<file path="src/hdl/eppp_pkg.sv">
package eppp_pkg;

    localparam logic [2:0] OFS_DATA    = 3'h0;
    localparam logic [2:0] OFS_STATUS  = 3'h1;
    localparam logic [2:0] OFS_CONTROL = 3'h2;
    localparam logic [2:0] OFS_ADDR    = 3'h3;

    localparam int CTL_STROBE = 0;
    localparam int CTL_AUTO_LINE_FEED = 1;
    localparam int CTL_INIT   = 2;
    localparam int CTL_SELECT = 3;
    localparam int CTL_INTERRUPT_REQUEST_ENABLE   = 4;
    localparam int CTL_DIR    = 5;
    localparam int CTL_WIDTH  = 6;

    localparam logic [CTL_WIDTH-1:0] CTL_RESET  = 6'h00;
    localparam logic [7:0]           BYTE_ZERO  = 8'h00;

    localparam int CLK_HZ        = 25000000;
    localparam int WDOG_NS       = 10000;
    localparam int WDOG_CYCLES   = (WDOG_NS * (CLK_HZ / 1000000) + 999) / 1000;
    localparam int WDOG_W        = 10;

    localparam logic [1:0] MODE_SPP  = 2'h0;
    localparam logic [1:0] MODE_BIDI = 2'h1;
    localparam logic [1:0] MODE_EPP  = 2'h2;
    localparam logic [1:0] MODE_ECP  = 2'h3;

    typedef enum logic [2:0] {
        EPPP_IDLE   = 3'b000,
        EPPP_PRE    = 3'b001,
        EPPP_STROBE = 3'b010,
        EPPP_FINISH = 3'b011,
        EPPP_ABORT  = 3'b100
    } eppp_state_e;

endpackage : eppp_pkg

</file>
<file path="src/hdl/eppp_wdog_if.sv">
`timescale 1ns/1ps
`default_nettype none

interface eppp_wdog_if;
    logic run;
    logic expired;

    modport ctrl (output run, input expired);
    modport timer (input run, output expired);
endinterface : eppp_wdog_if

`default_nettype wire

</file>
<file path="src/hdl/eppp_watchdog.sv">
`timescale 1ns/1ps
`default_nettype none

// Counts clock cycles while run is high; expired rises once the limit is reached.
module eppp_watchdog
    import eppp_pkg::*;
#(
    parameter int LIMIT = WDOG_CYCLES
) (
    // Clock and reset
    input wire logic  CLK,
    input wire logic  RESETN,
    // Control
    eppp_wdog_if.timer wd
);

    logic [WDOG_W-1:0] count;
    logic [WDOG_W-1:0] next_count;
    logic              expired;
    logic              next_expired;

    always_comb begin
        next_count   = count;
        next_expired = 1'b0;
        if (!wd.run) begin
            next_count = '0;
        end else if (count >= WDOG_W'(LIMIT - 1)) begin
            next_expired = 1'b1;
        end else begin
            next_count = count + WDOG_W'(1);
        end
    end

    always_ff @(posedge CLK) begin
        if (!RESETN) begin
            count   <= '0;
            expired <= 1'b0;
        end else begin
            count   <= next_count;
            expired <= next_expired;
        end
    end

    assign wd.expired = expired;

endmodule : eppp_watchdog

`default_nettype wire

</file>
<file path="src/hdl/eppp_port.sv">
`timescale 1ns/1ps
`default_nettype none

module eppp_port
    import eppp_pkg::*;
#(
    parameter int WDOG_LIMIT = WDOG_CYCLES
) (
    // Clock and reset
    input  wire logic       CLK,
    input  wire logic       RESETN,
    // Host I/O cycle
    input  wire logic [2:0] IO_ADDR,
    input  wire logic       IO_WR,
    input  wire logic       IO_RD,
    input  wire logic [7:0] IO_WDATA,
    output var  logic [7:0] IO_RDATA,
    output var  logic       IO_READY,
    input  wire logic [1:0] PORT_MODE,
    // Printer status inputs
    input  wire logic       FAULT_INPUT_LOW,
    input  wire logic       PRINTER_ONLINE,
    input  wire logic       PAPER_OUT,
    input  wire logic       CHAR_ACCEPTED_LOW,
    input  wire logic       BUSY,
    // Control outputs
    output var  logic       DATA_STROBE_PIN_LOW,
    output var  logic       LINE_FEED_PIN_LOW,
    output var  logic       PRINTER_INIT_LOW,
    output var  logic       SELECT_PRINTER_PIN_LOW,
    output var  logic       IRQ,
    // EPP handshake
    output var  logic       WRITE_DIRECTION_LOW,
    output var  logic       DATA_PHASE_STROBE_LOW,
    output var  logic       ADDRESS_PHASE_STROBE_LOW,
    input  wire logic       WAIT_HANDSHAKE_LOW,
    // Data lines
    input  wire logic [7:0] PORT_DATA_IN,
    output var  logic [7:0] PORT_DATA_OUT,
    output var  logic       PORT_DATA_OE_LOW
);

    eppp_wdog_if wd ();

    eppp_state_e            state;
    eppp_state_e            next_state;
    logic [CTL_WIDTH-1:0]   ctl;
    logic [CTL_WIDTH-1:0]   next_ctl;
    logic [7:0]             spp_data;
    logic [7:0]             next_spp_data;
    logic [7:0]             epp_address;
    logic [7:0]             next_epp_address;
    logic [7:0]             epp_data;
    logic [7:0]             next_epp_data;
    logic                   epp_timeout_flag;
    logic                   next_epp_timeout_flag;
    logic                   cyc_write;
    logic                   next_cyc_write;
    logic                   cyc_addr;
    logic                   next_cyc_addr;
    logic                   ack_prev;
    logic                   next_irq;
    logic [7:0]             rdata;
    logic [7:0]             next_rdata;
    logic                   ready;
    logic                   next_ready;
    logic                   rd_busy;
    logic                   next_rd_busy;
    logic                   drive_write;
    logic                   data_oe_low;
    logic [7:0]             data_out;
    logic                   wr_low;
    logic                   dstb_low;
    logic                   astb_low;
    logic                   epp_mode;
    logic                   ack_rise;
    logic [7:0]             status_now;

    function automatic logic is_epp_port(input logic [2:0] a);
        return a >= OFS_ADDR;
    endfunction

    assign epp_mode = (PORT_MODE == MODE_EPP);
    assign ack_rise = CHAR_ACCEPTED_LOW && !ack_prev;
    assign wd.run   = (state == EPPP_PRE) || (state == EPPP_STROBE);

    // Status image: bits 1 and 2 fixed low, bit 7 complements busy.
    assign status_now = {!BUSY, CHAR_ACCEPTED_LOW, PAPER_OUT, PRINTER_ONLINE,
                         FAULT_INPUT_LOW, 2'b00, epp_timeout_flag};

    eppp_watchdog #(
        .LIMIT (WDOG_LIMIT)
    ) u_wdog (
        .CLK    (CLK),
        .RESETN (RESETN),
        .wd     (wd.timer)
    );

    // Host register access and EPP cycle sequencing.
    always_comb begin
        next_state            = state;
        next_ctl              = ctl;
        next_spp_data         = spp_data;
        next_epp_address      = epp_address;
        next_epp_data         = epp_data;
        next_epp_timeout_flag = epp_timeout_flag;
        next_cyc_write        = cyc_write;
        next_cyc_addr         = cyc_addr;
        next_rdata            = rdata;
        next_ready            = 1'b0;
        next_rd_busy          = rd_busy;
        next_irq              = 1'b0;
        if (!(IO_RD || IO_WR)) begin
            next_rd_busy = 1'b0;
        end
        if (ctl[CTL_INTERRUPT_REQUEST_ENABLE] && ack_rise) begin
            next_irq = 1'b1;
        end
        case (state)
            EPPP_IDLE: begin
                if (IO_WR && !ready && !rd_busy) begin
                    next_rd_busy = 1'b1;
                    case (IO_ADDR)
                        OFS_DATA: begin
                            next_spp_data = IO_WDATA;
                            next_ready    = 1'b1;
                        end
                        OFS_STATUS: begin
                            if (IO_WDATA[0]) begin
                                next_epp_timeout_flag = 1'b0;
                            end
                            next_ready = 1'b1;
                        end
                        OFS_CONTROL: begin
                            next_ctl   = IO_WDATA[CTL_WIDTH-1:0];
                            next_ready = 1'b1;
                        end
                        default: begin
                            if (epp_mode) begin
                                next_cyc_write = !ctl[CTL_DIR];
                                next_cyc_addr  = (IO_ADDR == OFS_ADDR);
                                if (IO_ADDR == OFS_ADDR) begin
                                    next_epp_address = IO_WDATA;
                                end else begin
                                    next_epp_data = IO_WDATA;
                                end
                                next_state = EPPP_PRE;
                            end else begin
                                next_ready = 1'b1;
                            end
                        end
                    endcase
                end else if (IO_RD && !ready && !rd_busy) begin
                    next_rd_busy = 1'b1;
                    case (IO_ADDR)
                        OFS_DATA:    next_rdata = PORT_DATA_IN;
                        OFS_STATUS:  next_rdata = status_now;
                        OFS_CONTROL: next_rdata = {2'b00, ctl};
                        default:     next_rdata = BYTE_ZERO;
                    endcase
                    if (is_epp_port(IO_ADDR) && epp_mode) begin
                        next_cyc_write = 1'b0;
                        next_cyc_addr  = (IO_ADDR == OFS_ADDR);
                        next_state     = EPPP_PRE;
                    end else begin
                        next_ready = 1'b1;
                    end
                end
            end
            EPPP_PRE: begin
                if (!WAIT_HANDSHAKE_LOW) begin
                    next_state = EPPP_STROBE;
                end
            end
            EPPP_STROBE: begin
                if (wd.expired) begin
                    next_state = EPPP_ABORT;
                end else if (WAIT_HANDSHAKE_LOW) begin
                    if (!cyc_write) begin
                        next_rdata = PORT_DATA_IN;
                        if (cyc_addr) begin
                            next_epp_address = PORT_DATA_IN;
                        end else begin
                            next_epp_data = PORT_DATA_IN;
                        end
                    end
                    next_state = EPPP_FINISH;
                end
            end
            EPPP_ABORT: begin
                next_epp_timeout_flag = 1'b1;
                next_ready            = 1'b1;
                next_state            = EPPP_IDLE;
            end
            EPPP_FINISH: begin
                next_ready = 1'b1;
                next_state = EPPP_IDLE;
            end
            default: next_state = EPPP_IDLE;
        endcase
        if (state == EPPP_PRE && wd.expired) begin
            next_state = EPPP_ABORT;
        end
    end

    // Pin drive; outside a cycle the data register, port mode and direction bit rule.
    always_comb begin
        drive_write = (state == EPPP_PRE || state == EPPP_STROBE) && cyc_write;
        if (drive_write || ((state == EPPP_PRE || state == EPPP_STROBE)
                            && ctl[CTL_STROBE])) begin
            wr_low      = 1'b0;
            data_oe_low = 1'b0;
        end else if (state == EPPP_PRE || state == EPPP_STROBE) begin
            wr_low      = 1'b1;
            data_oe_low = 1'b1;
        end else begin
            wr_low      = 1'b1;
            data_oe_low = (PORT_MODE == MODE_SPP) ? 1'b0 : ctl[CTL_DIR];
        end
        if (state == EPPP_PRE || state == EPPP_STROBE) begin
            data_out = cyc_addr ? epp_address : epp_data;
        end else begin
            data_out = spp_data;
        end
        dstb_low = !(state == EPPP_STROBE && !cyc_addr);
        astb_low = !(state == EPPP_STROBE && cyc_addr);
    end

    always_ff @(posedge CLK) begin
        if (!RESETN) begin
            state                    <= EPPP_IDLE;
            ctl                      <= CTL_RESET;
            spp_data                 <= BYTE_ZERO;
            epp_address              <= BYTE_ZERO;
            epp_data                 <= BYTE_ZERO;
            epp_timeout_flag         <= 1'b0;
            cyc_write                <= 1'b0;
            cyc_addr                 <= 1'b0;
            // The acknowledge line idles high, so no false edge follows reset.
            ack_prev                 <= 1'b1;
            rdata                    <= BYTE_ZERO;
            ready                    <= 1'b0;
            rd_busy                  <= 1'b0;
            IO_RDATA                 <= BYTE_ZERO;
            IO_READY                 <= 1'b0;
            IRQ                      <= 1'b0;
            DATA_STROBE_PIN_LOW      <= 1'b1;
            LINE_FEED_PIN_LOW        <= 1'b1;
            PRINTER_INIT_LOW         <= 1'b0;
            SELECT_PRINTER_PIN_LOW   <= 1'b1;
            WRITE_DIRECTION_LOW      <= 1'b1;
            DATA_PHASE_STROBE_LOW    <= 1'b1;
            ADDRESS_PHASE_STROBE_LOW <= 1'b1;
            PORT_DATA_OUT            <= BYTE_ZERO;
            PORT_DATA_OE_LOW         <= 1'b0;
        end else begin
            state                    <= next_state;
            ctl                      <= next_ctl;
            spp_data                 <= next_spp_data;
            epp_address              <= next_epp_address;
            epp_data                 <= next_epp_data;
            epp_timeout_flag         <= next_epp_timeout_flag;
            cyc_write                <= next_cyc_write;
            cyc_addr                 <= next_cyc_addr;
            ack_prev                 <= CHAR_ACCEPTED_LOW;
            rdata                    <= next_rdata;
            ready                    <= next_ready;
            rd_busy                  <= next_rd_busy;
            IO_RDATA                 <= next_rdata;
            IO_READY                 <= next_ready;
            IRQ                      <= next_irq;
            DATA_STROBE_PIN_LOW      <= !next_ctl[CTL_STROBE];
            LINE_FEED_PIN_LOW        <= !next_ctl[CTL_AUTO_LINE_FEED];
            PRINTER_INIT_LOW         <= next_ctl[CTL_INIT];
            SELECT_PRINTER_PIN_LOW   <= !next_ctl[CTL_SELECT];
            WRITE_DIRECTION_LOW      <= wr_low;
            DATA_PHASE_STROBE_LOW    <= dstb_low;
            ADDRESS_PHASE_STROBE_LOW <= astb_low;
            PORT_DATA_OUT            <= data_out;
            PORT_DATA_OE_LOW         <= data_oe_low;
        end
    end

endmodule : eppp_port

`default_nettype wire

</file>
<file path="config.mk">
export PLATFORM = sky130hd
export DESIGN_NAME = eppp_port
export DESIGN_NICKNAME = d
export VERILOG_FILES = /design/src/hdl/eppp_pkg.sv /design/src/hdl/eppp_wdog_if.sv /design/src/hdl/eppp_watchdog.sv /design/src/hdl/eppp_port.sv
export SDC_FILE = /design/constraint.sdc
export NUM_CORES = 1
export LEC_CHECK = 0
export BUFFER_PORTS_ARGS = -buffer_cell sky130_fd_sc_hd__buf_4
export CORE_MARGIN = 3
export CORE_UTILIZATION = 50
export DETAILED_ROUTE_END_ITERATION = 16
export PLACE_DENSITY = 0.75
export SLEW_MARGIN = 15
export SYNTH_ARGS = -nofsm -noshare
export SYNTH_HDL_FRONTEND = slang
export SYNTH_SLANG_ARGS = --single-unit
</file>
<file path="constraint.sdc">
create_clock -name CLK -period 1.8 [get_ports CLK]
set_input_delay 0.09 -clock CLK [delete_from_list [all_inputs] [get_ports CLK]]
set_output_delay 0.09 -clock CLK [all_outputs]
set_load 0.05 [all_outputs]
</file>
Yosys cells after proc, flatten, opt, wreduce, memory -nomap -nowiden
Index checks and enable logic that the tools add are counted.
{"block": "totals", "reg_bits": 75, "latch_bits": 0, "ram_bits": 0, "romBits": 0, "input_bits": 31, "output_inout_bits": 26, "wordCells": 182, "mem_count": 0}
{"block": "op_classes", "addsub": 1, "multipliers": 0, "n_div": 0, "order_cmp": 2, "n_eq_ne": 36, "n_shift": 0, "muxes": 69, "bitwise": 1, "reduce_logical": 47}
{"cell": "8-bit two-way mux", "count": 23}
{"cell": "8-bit case mux with 2 select lines", "count": 3}
{"cell": "2-bit inequality test, second input constant", "count": 16}
{"cell": "1-bit two-way mux", "count": 27}
{"cell": "3-bit two-way mux", "count": 9}
{"cell": "8-bit case mux with 3 select lines", "count": 1}
{"cell": "6-bit AND reduction", "count": 3}
{"cell": "9-bit AND reduction", "count": 2}
{"cell": "4-bit inequality test, second input constant", "count": 4}
{"cell": "3-bit inequality test, second input constant", "count": 5}
{"cell": "3-bit by 2-bit equality test with 1-bit output, second input constant", "count": 4}
{"cell": "1-bit logical AND", "count": 12}
{"cell": "4-bit two-way mux", "count": 3}
{"cell": "1-bit logical NOT", "count": 11}
{"cell": "10-bit by 1-bit adder with 10-bit output, second input constant", "count": 1}
{"cell": "10-bit by 8-bit >= comparator with 1-bit output, second input constant", "count": 1}
{"cell": "3-bit case mux with 3 select lines", "count": 1}
{"cell": "2-bit nonzero test", "count": 4}
{"cell": "3-bit by 1-bit equality test with 1-bit output, second input constant", "count": 2}
{"cell": "3-bit logical NOT", "count": 2}
{"cell": "3-bit AND reduction", "count": 2}
{"cell": "2-bit OR reduction", "count": 3}
{"cell": "5-bit AND reduction", "count": 1}
{"cell": "4-bit by 3-bit inequality test with 1-bit output, second input constant", "count": 1}
{"cell": "12 further kinds", "count": 15}

Depth between registers and ports, before layout
Gate-level depths: netlist of run 1.
{"block": "depth", "depth_word": 7, "depth_mapped": 7, "ltp_nobuf": 6}

Hierarchy
A second synthesis of run 1 with hierarchy kept.
{"block": "hier_totals", "hier_cells": 345, "hier_area_um2": 3358.2}
{"module": "eppp_port", "n_inst": 1, "cells_each": 291, "area_per_inst_um2": 2812.7, "seq_area_each_um2": 1261.2}
{"module": "eppp_watchdog", "n_inst": 1, "cells_each": 54, "area_per_inst_um2": 545.5, "seq_area_each_um2": 220.2}

Least setup slack after synthesis of run 1
No wires, ideal clock.
{"block": "synth_timing", "path_kind": "register to register", "startpoint": "reg u_wdog.count[1]", "endpoint": "reg u_wdog.count[6]", "setup_time_ps": 115, "t_arrival_ps": 1878, "t_required_ps": 1685, "setup_slack_ps": -193, "path_stages_with_launch": 8, "n_path_buf": 1, "synth_period_minus_slack_ps": 1993, "cell_sequence": "dfxtp_1 > inv_1 > ha_1 > or3b_1 > a311o_1 > buf_2 > o31a_1 > o21a_1"}
{"block": "synth_between", "elab_chain_len": 1, "word_cells_on_any_way": 2, "classes_between": "1 x add/sub; 1 x order compare"}
{"item": "from (decl)", "line_no": "eppp_watchdog.sv:17", "source": "logic [WDOG_W-1:0] count;"}
{"item": "from (signal assigned)", "line_no": "eppp_watchdog.sv:39", "source": "count <= next_count;"}
{"item": "10-bit by 1-bit adder with 10-bit output / 10-bit by 8-bit >= comparator with 1-bit output (equally long branches)", "line_no": "eppp_watchdog.sv:30, eppp_watchdog.sv:27"}
Parallel ways exist; a longest one is shown, timed or not.
A chain may end at the register's enable or synchronous reset.

Worst setup path after layout of run 1
{"block": "layout_timing", "startpoint": "reg u_wdog.count[1]", "endpoint": "reg u_wdog.count[3]"}
Same word-level chain as after synthesis.

==> flow_metrics.tcl, run 1 <==
set metrics [dict create \
    status "finished with violations" \
    violations "negative setup slack" \
    htree_levels 3 \
    drc 0 \
    drtIter0Drc 147 \
    cts_max_path_buffers 2 \
    synth-edff-count 0 \
    rsz0062_at_grt "true" \
    synth_seq_cells 74 \
    clock.fmax_mhz 547.8 \
    hold_class "in -> reg" \
    cp.required_ns 2.08 \
    grt_usage_pct 22.20 \
    vias 2887 \
    synth_flop_cell "dfxtp_1" \
    routed_via_density 5.639 \
    cp.arrival_ns 2.10 \
    crit_type "reg -> reg" \
    dieArea_sq_um 7626 \
    cts_tree "done" \
    syn_area_sq_um 3307 \
    clk_pin_slew_ns 0.07 \
    clkSinkCount 74 \
    die_h_um 87.33 \
    num_rows 29 \
    ys_async_sr_fraction_pct 0 \
    synth_cell_types 54 \
    setup-violations-final 2 \
    drive_gt1_share_pct 29.20 \
    portBuffers 56 \
    report.power.total_w 0.003943 \
    syn_area_per_cell_sq_um 9.289 \
    first_pass_iters 5 \
    core_sq_um 6386 \
    peakVddDrop_mv 0.5918 \
    syn_inst 356 \
    die_width_um 87.33 \
    pin_count 57 \
    yosys.area.top_type "dfxtp_1" \
    grt_remaining_overflow 0 \
    drt_wl_total_um 8247 \
    power_leakage_nw 1.725 \
    antenna_found_initial 0 \
    worstSetupStartpointType "flip-flop" \
    fin_nets 464 \
    synth_nets 390 \
    ys_warn_count 0 \
    post-route-util_pct 67.01 \
    synth_top_area_share_pct 44.80 \
    clock-root-buffer "clkbuf_8" \
    grt_pass1_wl_um 13440 \
    start_util_pct 51.78 \
    synthToLayoutAreaGrowth_pct 29.40 \
    grt_pass1_vias 2842 \
    path_max_fanout 6 \
    clock_latency_ns 0.34 \
    holdWs_ns 0.01940 \
    hold_viol_final 0 \
    hpwl_um 5810 \
    worst_clock_skew_ns 0.01215 \
    ys_seq_area_share_pct 44.80 \
    avgRoutedWirePerCell_um 16.11 \
    tns_ns -0.04902 \
    fin_crit_ns 1.826 \
    max_slew_margin_pct 71.11 \
    grt_max_degree 42 \
    antenna_left 0 \
    endpoint_kind "flip-flop" \
    worst_slack_ns -0.02564 \
    fin_crit_sh_pct 101.4 \
    worst_pin_slew_ns 0.4225 \
    drv_cap 0 \
    power_density_nw_per_um2 921.4 \
    cts-buffers-inserted 9 \
    gp_congestion 0.8376 \
    synth_area_leaders "dfxtp_1, mux2i_1, nor2_1" \
    drv_slew 0 \
    antennaDiodeCount 0 \
]
-- logic make-up after synthesis --
kind of cell / count (synthesis) / synth area share, %
simple gates: 129 / 19.75
flops: 74 / 44.80
compound gates: 70 / 14.76
mux: 48 / 14.72
buf+inv: 29 / 4.011
fa+ha+maj: 4 / 1.438
xor+xnor: 2 / 0.5298
-- cells in the final DEF (no fill, tap or decap), types with 8 or more instances in the layout --
master / Yosys / layout
buf_4: 1 / 79
dfxtp_1: 74 / 70
mux2i_1: 43 / 43
nor2_1: 38 / 38
nand2_1: 36 / 36
a21oi_1: 16 / 14
a211oi_1: 13 / 13
clkbuf_8: 0 / 11
nor3_1: 8 / 8
nand3_1: 8 / 8
-- cell usage after synthesis (all sizes together) (2+ instances only) --
| library cell | number |
|---|---|
| a31oi | 2 |
| nor2b | 4 |
| buf | 9 |
| a22oi | 5 |
| a311oi | 4 |
| inv | 6 |
| nand2 | 36 |
| or4 | 3 |
| a21o | 4 |
| ha | 3 |
| nor3 | 9 |
| or3b | 3 |
| o21ai | 11 |
| dfxtp | 74 |
| xnor2 | 2 |
| a211oi | 13 |
| nor3b | 2 |
| nor2 | 38 |
| a21oi | 16 |
| nand3 | 8 |
| mux2i | 43 |
| and2 | 4 |
| mux2 | 5 |
| nor4 | 2 |
| o2bb2ai | 5 |
| clkbuf | 14 |
| nand2b | 6 |
| or3 | 7 |
-- routing by layer --
layer,track usage (%),part of all wire [%]
met1,28.70,45
met2,35.48,48
met3,5.771,6.0
met4,8.229,1.2
met5,0,0
-- flip-flops by register name, summed over array words and instances (netlist names), 3 cells and up --
name           flops
u_wdog.count      10
PORT_DATA_OUT      8
epp_address        8
epp_data           8
rdata              8
spp_data           8
ctl                6
state              3
-- path summary, 6_finish.rpt --
kind              startpoint         endpoint  slack [ns]  depth (start not counted)
max          u_wdog.count[1]  u_wdog.count[3]       -0.03                          6
min reg2reg         ack_prev              IRQ        0.41                          1
min              IO_WDATA[3]      spp_data[3]        0.02                          3
max reg2reg  u_wdog.count[1]  u_wdog.count[3]       -0.03                          6
-- report_power, final --
group / leakage (nW) / internal, W / switching, W
Clock: 0.117 / 0.000858 / 0.000618
Sequential: 0.601 / 0.00170 / 0.0000353
Combinational: 1.01 / 0.000288 / 0.000440
Total: 1.73 / 0.00285 / 0.00109
-- cell type report --
type	count	area, sq um
well taps	77	96.34
flip-flops and latches	74	1486
clock inverters	4	73.82
multi-input cells	253	1768
fillers	529	2107
repair buffers	86	676.9
inverters	6	22.52
clock buffers	12	155.1
-- what timing repair did --
item	in CTS	in global routing
setup endpoints to repair	6	31
pin swaps	8	5
hold buffers	3	0
hold endpoints to repair	4	0
gates resized for setup	10	16
buffers inserted	2	0
-- critical path, stage by stage, from the launching register on --
cell,delay [ns]
dfxtp_2,0.33
inv_2,0.04
ha_2,0.15
or3b_4,0.36
a311o_2,0.38
or3_4,0.38
a21oi_2,0.11
-- per-stage QoR --
step,instances,instance area [sq um],setup slack (ns)
floorplan,356,3318,-0.01822
global placement,491,3923,-0.07774
detailed placement,491,3923,-0.1185
CTS,512,4220,-0.08287
global route,512,4279,-0.08991
finish,512,4279,-0.02564
No activity file was read; power rests on OpenSTA's default activity.
==> run 2: changes to the inputs <==
--- a/config.mk
+++ b/config.mk
@@ -5,11 +5,12 @@
 export SDC_FILE = /design/constraint.sdc
 export NUM_CORES = 1
 export LEC_CHECK = 0
+export ABC_AREA = 1
 export BUFFER_PORTS_ARGS = -buffer_cell sky130_fd_sc_hd__buf_4
 export CORE_MARGIN = 3
-export CORE_UTILIZATION = 50
+export CORE_UTILIZATION = 35
 export DETAILED_ROUTE_END_ITERATION = 16
-export PLACE_DENSITY = 0.75
+export MAX_ROUTING_LAYER = met4
 export SLEW_MARGIN = 15
 export SYNTH_ARGS = -nofsm -noshare
 export SYNTH_HDL_FRONTEND = slang
==> run 2 against run 1 <==
Compared with the run above: the flow now finishes without violations; cell area rose by 3.7%; highest routed layer unchanged; synthesized area grew 7.3%; core utilization fell by 22 points; critical path type unchanged; first-iteration DRC count fell by 6.8%; cell count increased by 41%; largest power group is now combinational logic; flip-flop and latch count unchanged; die area rose by 49%; non-clock buffer count shrank 9; worst setup slack improved by 0.27 ns; worst hold slack worse by 0.0018 ns; maximum frequency grew 18%; sequential share of layout area down 1.3 points.
==> flow_metrics.tcl, run 2 <==
set metrics [dict create \
    yosys.area.top_type "dfxtp_1" \
    grt_pass1_wl_um 15790 \
    antenna_found_initial 0 \
    synth_seq_cells 74 \
    setup-violations-final 0 \
    worst_pin_slew_ns 0.4463 \
    clk_pin_slew_ns 0.09 \
    reg2reg_from "state[0]" \
    drv_cap 0 \
    synth.most_common_cell "nand2_1" \
    synth_area_leaders "dfxtp_1, nand2_1, nor2_1" \
    power_leakage_nw 2.006 \
    antenna_left 0 \
    cp_top_family "simple AND/OR/NAND/NOR gates" \
    synthToLayoutAreaGrowth_pct 25.04 \
    dp.cells 698 \
    cts_repair_resize_count 0 \
    layout_common_cells "nand2_1, nor2_1, dfxtp_1" \
    holdWs_ns 0.01761 \
    crit_top_cell "nor2_1" \
    dieArea_sq_um 11380 \
    worst_clock_skew_ns 0.01162 \
    hpwl_um 7061 \
    path_max_fanout 16 \
    slowest_delay_ns 0.36 \
    worstSetupStartpointType "flip-flop" \
    top_register "u_wdog.count" \
    final_common_cell "nand2_1" \
    cts_max_path_buffers 2 \
    power_density_nw_per_um2 1474 \
    htree_levels 3 \
    layout.cells.non_filler 722 \
    avgRoutedWirePerCell_um 13.09 \
    routed_via_density 4.859 \
    cp_num_buf_inv 1 \
    ys_async_sr_fraction_pct 0 \
    crit_type "reg -> reg" \
    largest_reg_flops 10 \
    synth_cell_types 31 \
    critical_path.endpoint "epp_address[0]" \
    grt_remaining_overflow 0 \
    synth_top_area_share_pct 41.75 \
    clkSinkCount 74 \
    cp.arrival_ns 1.80 \
    ys_warn_count 0 \
    gp_congestion 0.8920 \
    report.power.total_w 0.006540 \
    clock.fmax_mhz 644.4 \
    tns_ns 0 \
    status "finished, final reports clean" \
    r2r-end "epp_address[0]" \
    drv_slew 0 \
    cp.required_ns 2.05 \
    first_pass_iters 8 \
    num_rows 36 \
    portBuffers 56 \
    fin_nets 618 \
    r2r_cells 7 \
    crit_start "state[0]" \
    grt_max_degree 51 \
    slowest_stage "dfxtp_1" \
    drt_wl_total_um 9454 \
    start_util_pct 36.14 \
    ys_seq_area_share_pct 41.75 \
    max_slew_margin_pct 70.24 \
    die_width_um 106.7 \
    peakVddDrop_mv 0.5526 \
    synth-edff-count 0 \
    syn_area_per_cell_sq_um 6.917 \
    clock-root-buffer "clkbuf_8" \
    syn_area_sq_um 3548 \
    antennaDiodeCount 0 \
    rsz0062_at_grt "false" \
    hold_viol_final 0 \
    fillCellCount 1028 \
    core_sq_um 9819 \
    clock_latency_ns 0.35 \
    pin_count 57 \
    hold_class "in -> reg" \
    cp.depth 7 \
    endpoint_kind "flip-flop" \
    worstPathCellList "nor2_4 > nand2_2 > nor2_1 > nor2_2 > buf_4 > a31oi_1 > nor2_1" \
    grt_pass1_vias 3222 \
    fin_crit_ns 1.552 \
    syn_inst 513 \
    fin_crit_sh_pct 86.21 \
    die_h_um 106.7 \
    cts_tree "done" \
    synth_flop_cell "dfxtp_1" \
    drive_gt1_share_pct 19.69 \
    synth_nets 547 \
    reg2reg_slack_ns 0.25 \
    cts-buffers-inserted 9 \
    post_synth_most_frequent_cells "nand2_1, nor2_1, dfxtp_1" \
    drtIter0Drc 137 \
    grt_usage_pct 17.79 \
    drc 0 \
    vias 3508 \
]
-- run 2: changes by cell type in the layout (fill, tap and decap cells not counted), moves of 6 or more --
cell and delta:
nand2_1 +94, nor2_1 +46, mux2i_1 -43, inv_1 +36, o21ai_0 +30, nand3_1 +22, nand4_1 +17, a31oi_1 +16
a211oi_1 -13, buf_4 -11, nor2_2 +7, nand2b_1 -6
-- run 2: area by class of cell --
class                      count  area (sq um)  area share, %
sequential                    74          1481          33.39
timing repair buffer          77         610.6          13.76
multi-input combinational    374          1790          40.36
inverter                      48         180.2          4.061
clock inverter                 7         83.83          1.889
clock buffer                   9         123.9          2.792
tap                          133         166.4          3.751
-- run 2: worst min-delay path by stage --
stage                       from          end  cells after the start
4_1_cts              IO_WDATA[6]  spp_data[6]                      3
3_5_place_dp   CHAR_ACCEPTED_LOW     ack_prev                      3
6_report             IO_WDATA[6]  spp_data[6]                      3
5_1_grt              IO_WDATA[6]  spp_data[6]                      3
2_1_floorplan  CHAR_ACCEPTED_LOW     ack_prev                      2
3_3_place_gp   CHAR_ACCEPTED_LOW     ack_prev                      3
-- run 2: cells by family after synthesis --
family	after synthesis	synth area share, %
xor+xnor	5	1.234
simple gates	293	36.74
fa+ha+maj	3	1.058
flops	74	41.75
buf+inv	65	7.792
compound gates	73	11.42
-- run 2: per-layer routing --
metal	track usage [%]	up-vias	wire, um
met5	-	-	0
met1	24.21	1570	4402
met4	5.753	0	155
met2	26.39	118	4261
li1	-	1807	-
met3	3.853	13	633
-- run 2: worst reg2reg max path: cells and delay by family, from the launching register on --
kind | cells | cell delay [ns]
AOI/OAI and AO/OA | 1 | 0.19
buffers and inverters | 1 | 0.20
DFF | 1 | 0.36
and+or+nand+nor | 5 | 0.71
-- run 2: stage by stage --
stage	utilization [%]	setup WS (ns)	area, sq um
2_1_floorplan	-	0.1906	3548
3_3_place_gp	42.25	0.2835	4149
3_5_place_dp	42.25	0.2638	4149
4_1_cts	45.18	0.2386	4437
5_1_grt	45.18	0.09295	4437
6_report	45.18	0.2481	4437
-- run 2: what timing repair did --
item / 4_1_cts / 5_1_grt
setup buffers: 0 / 0
hold buffers: 8 / 0
hold endpoints to repair: 12 / 0
-- run 2: power by group --
part	switching, W	internal (W)
Combinational	0.00201	0.000955
Sequential	0.000194	0.00202
Clock	0.000698	0.000667
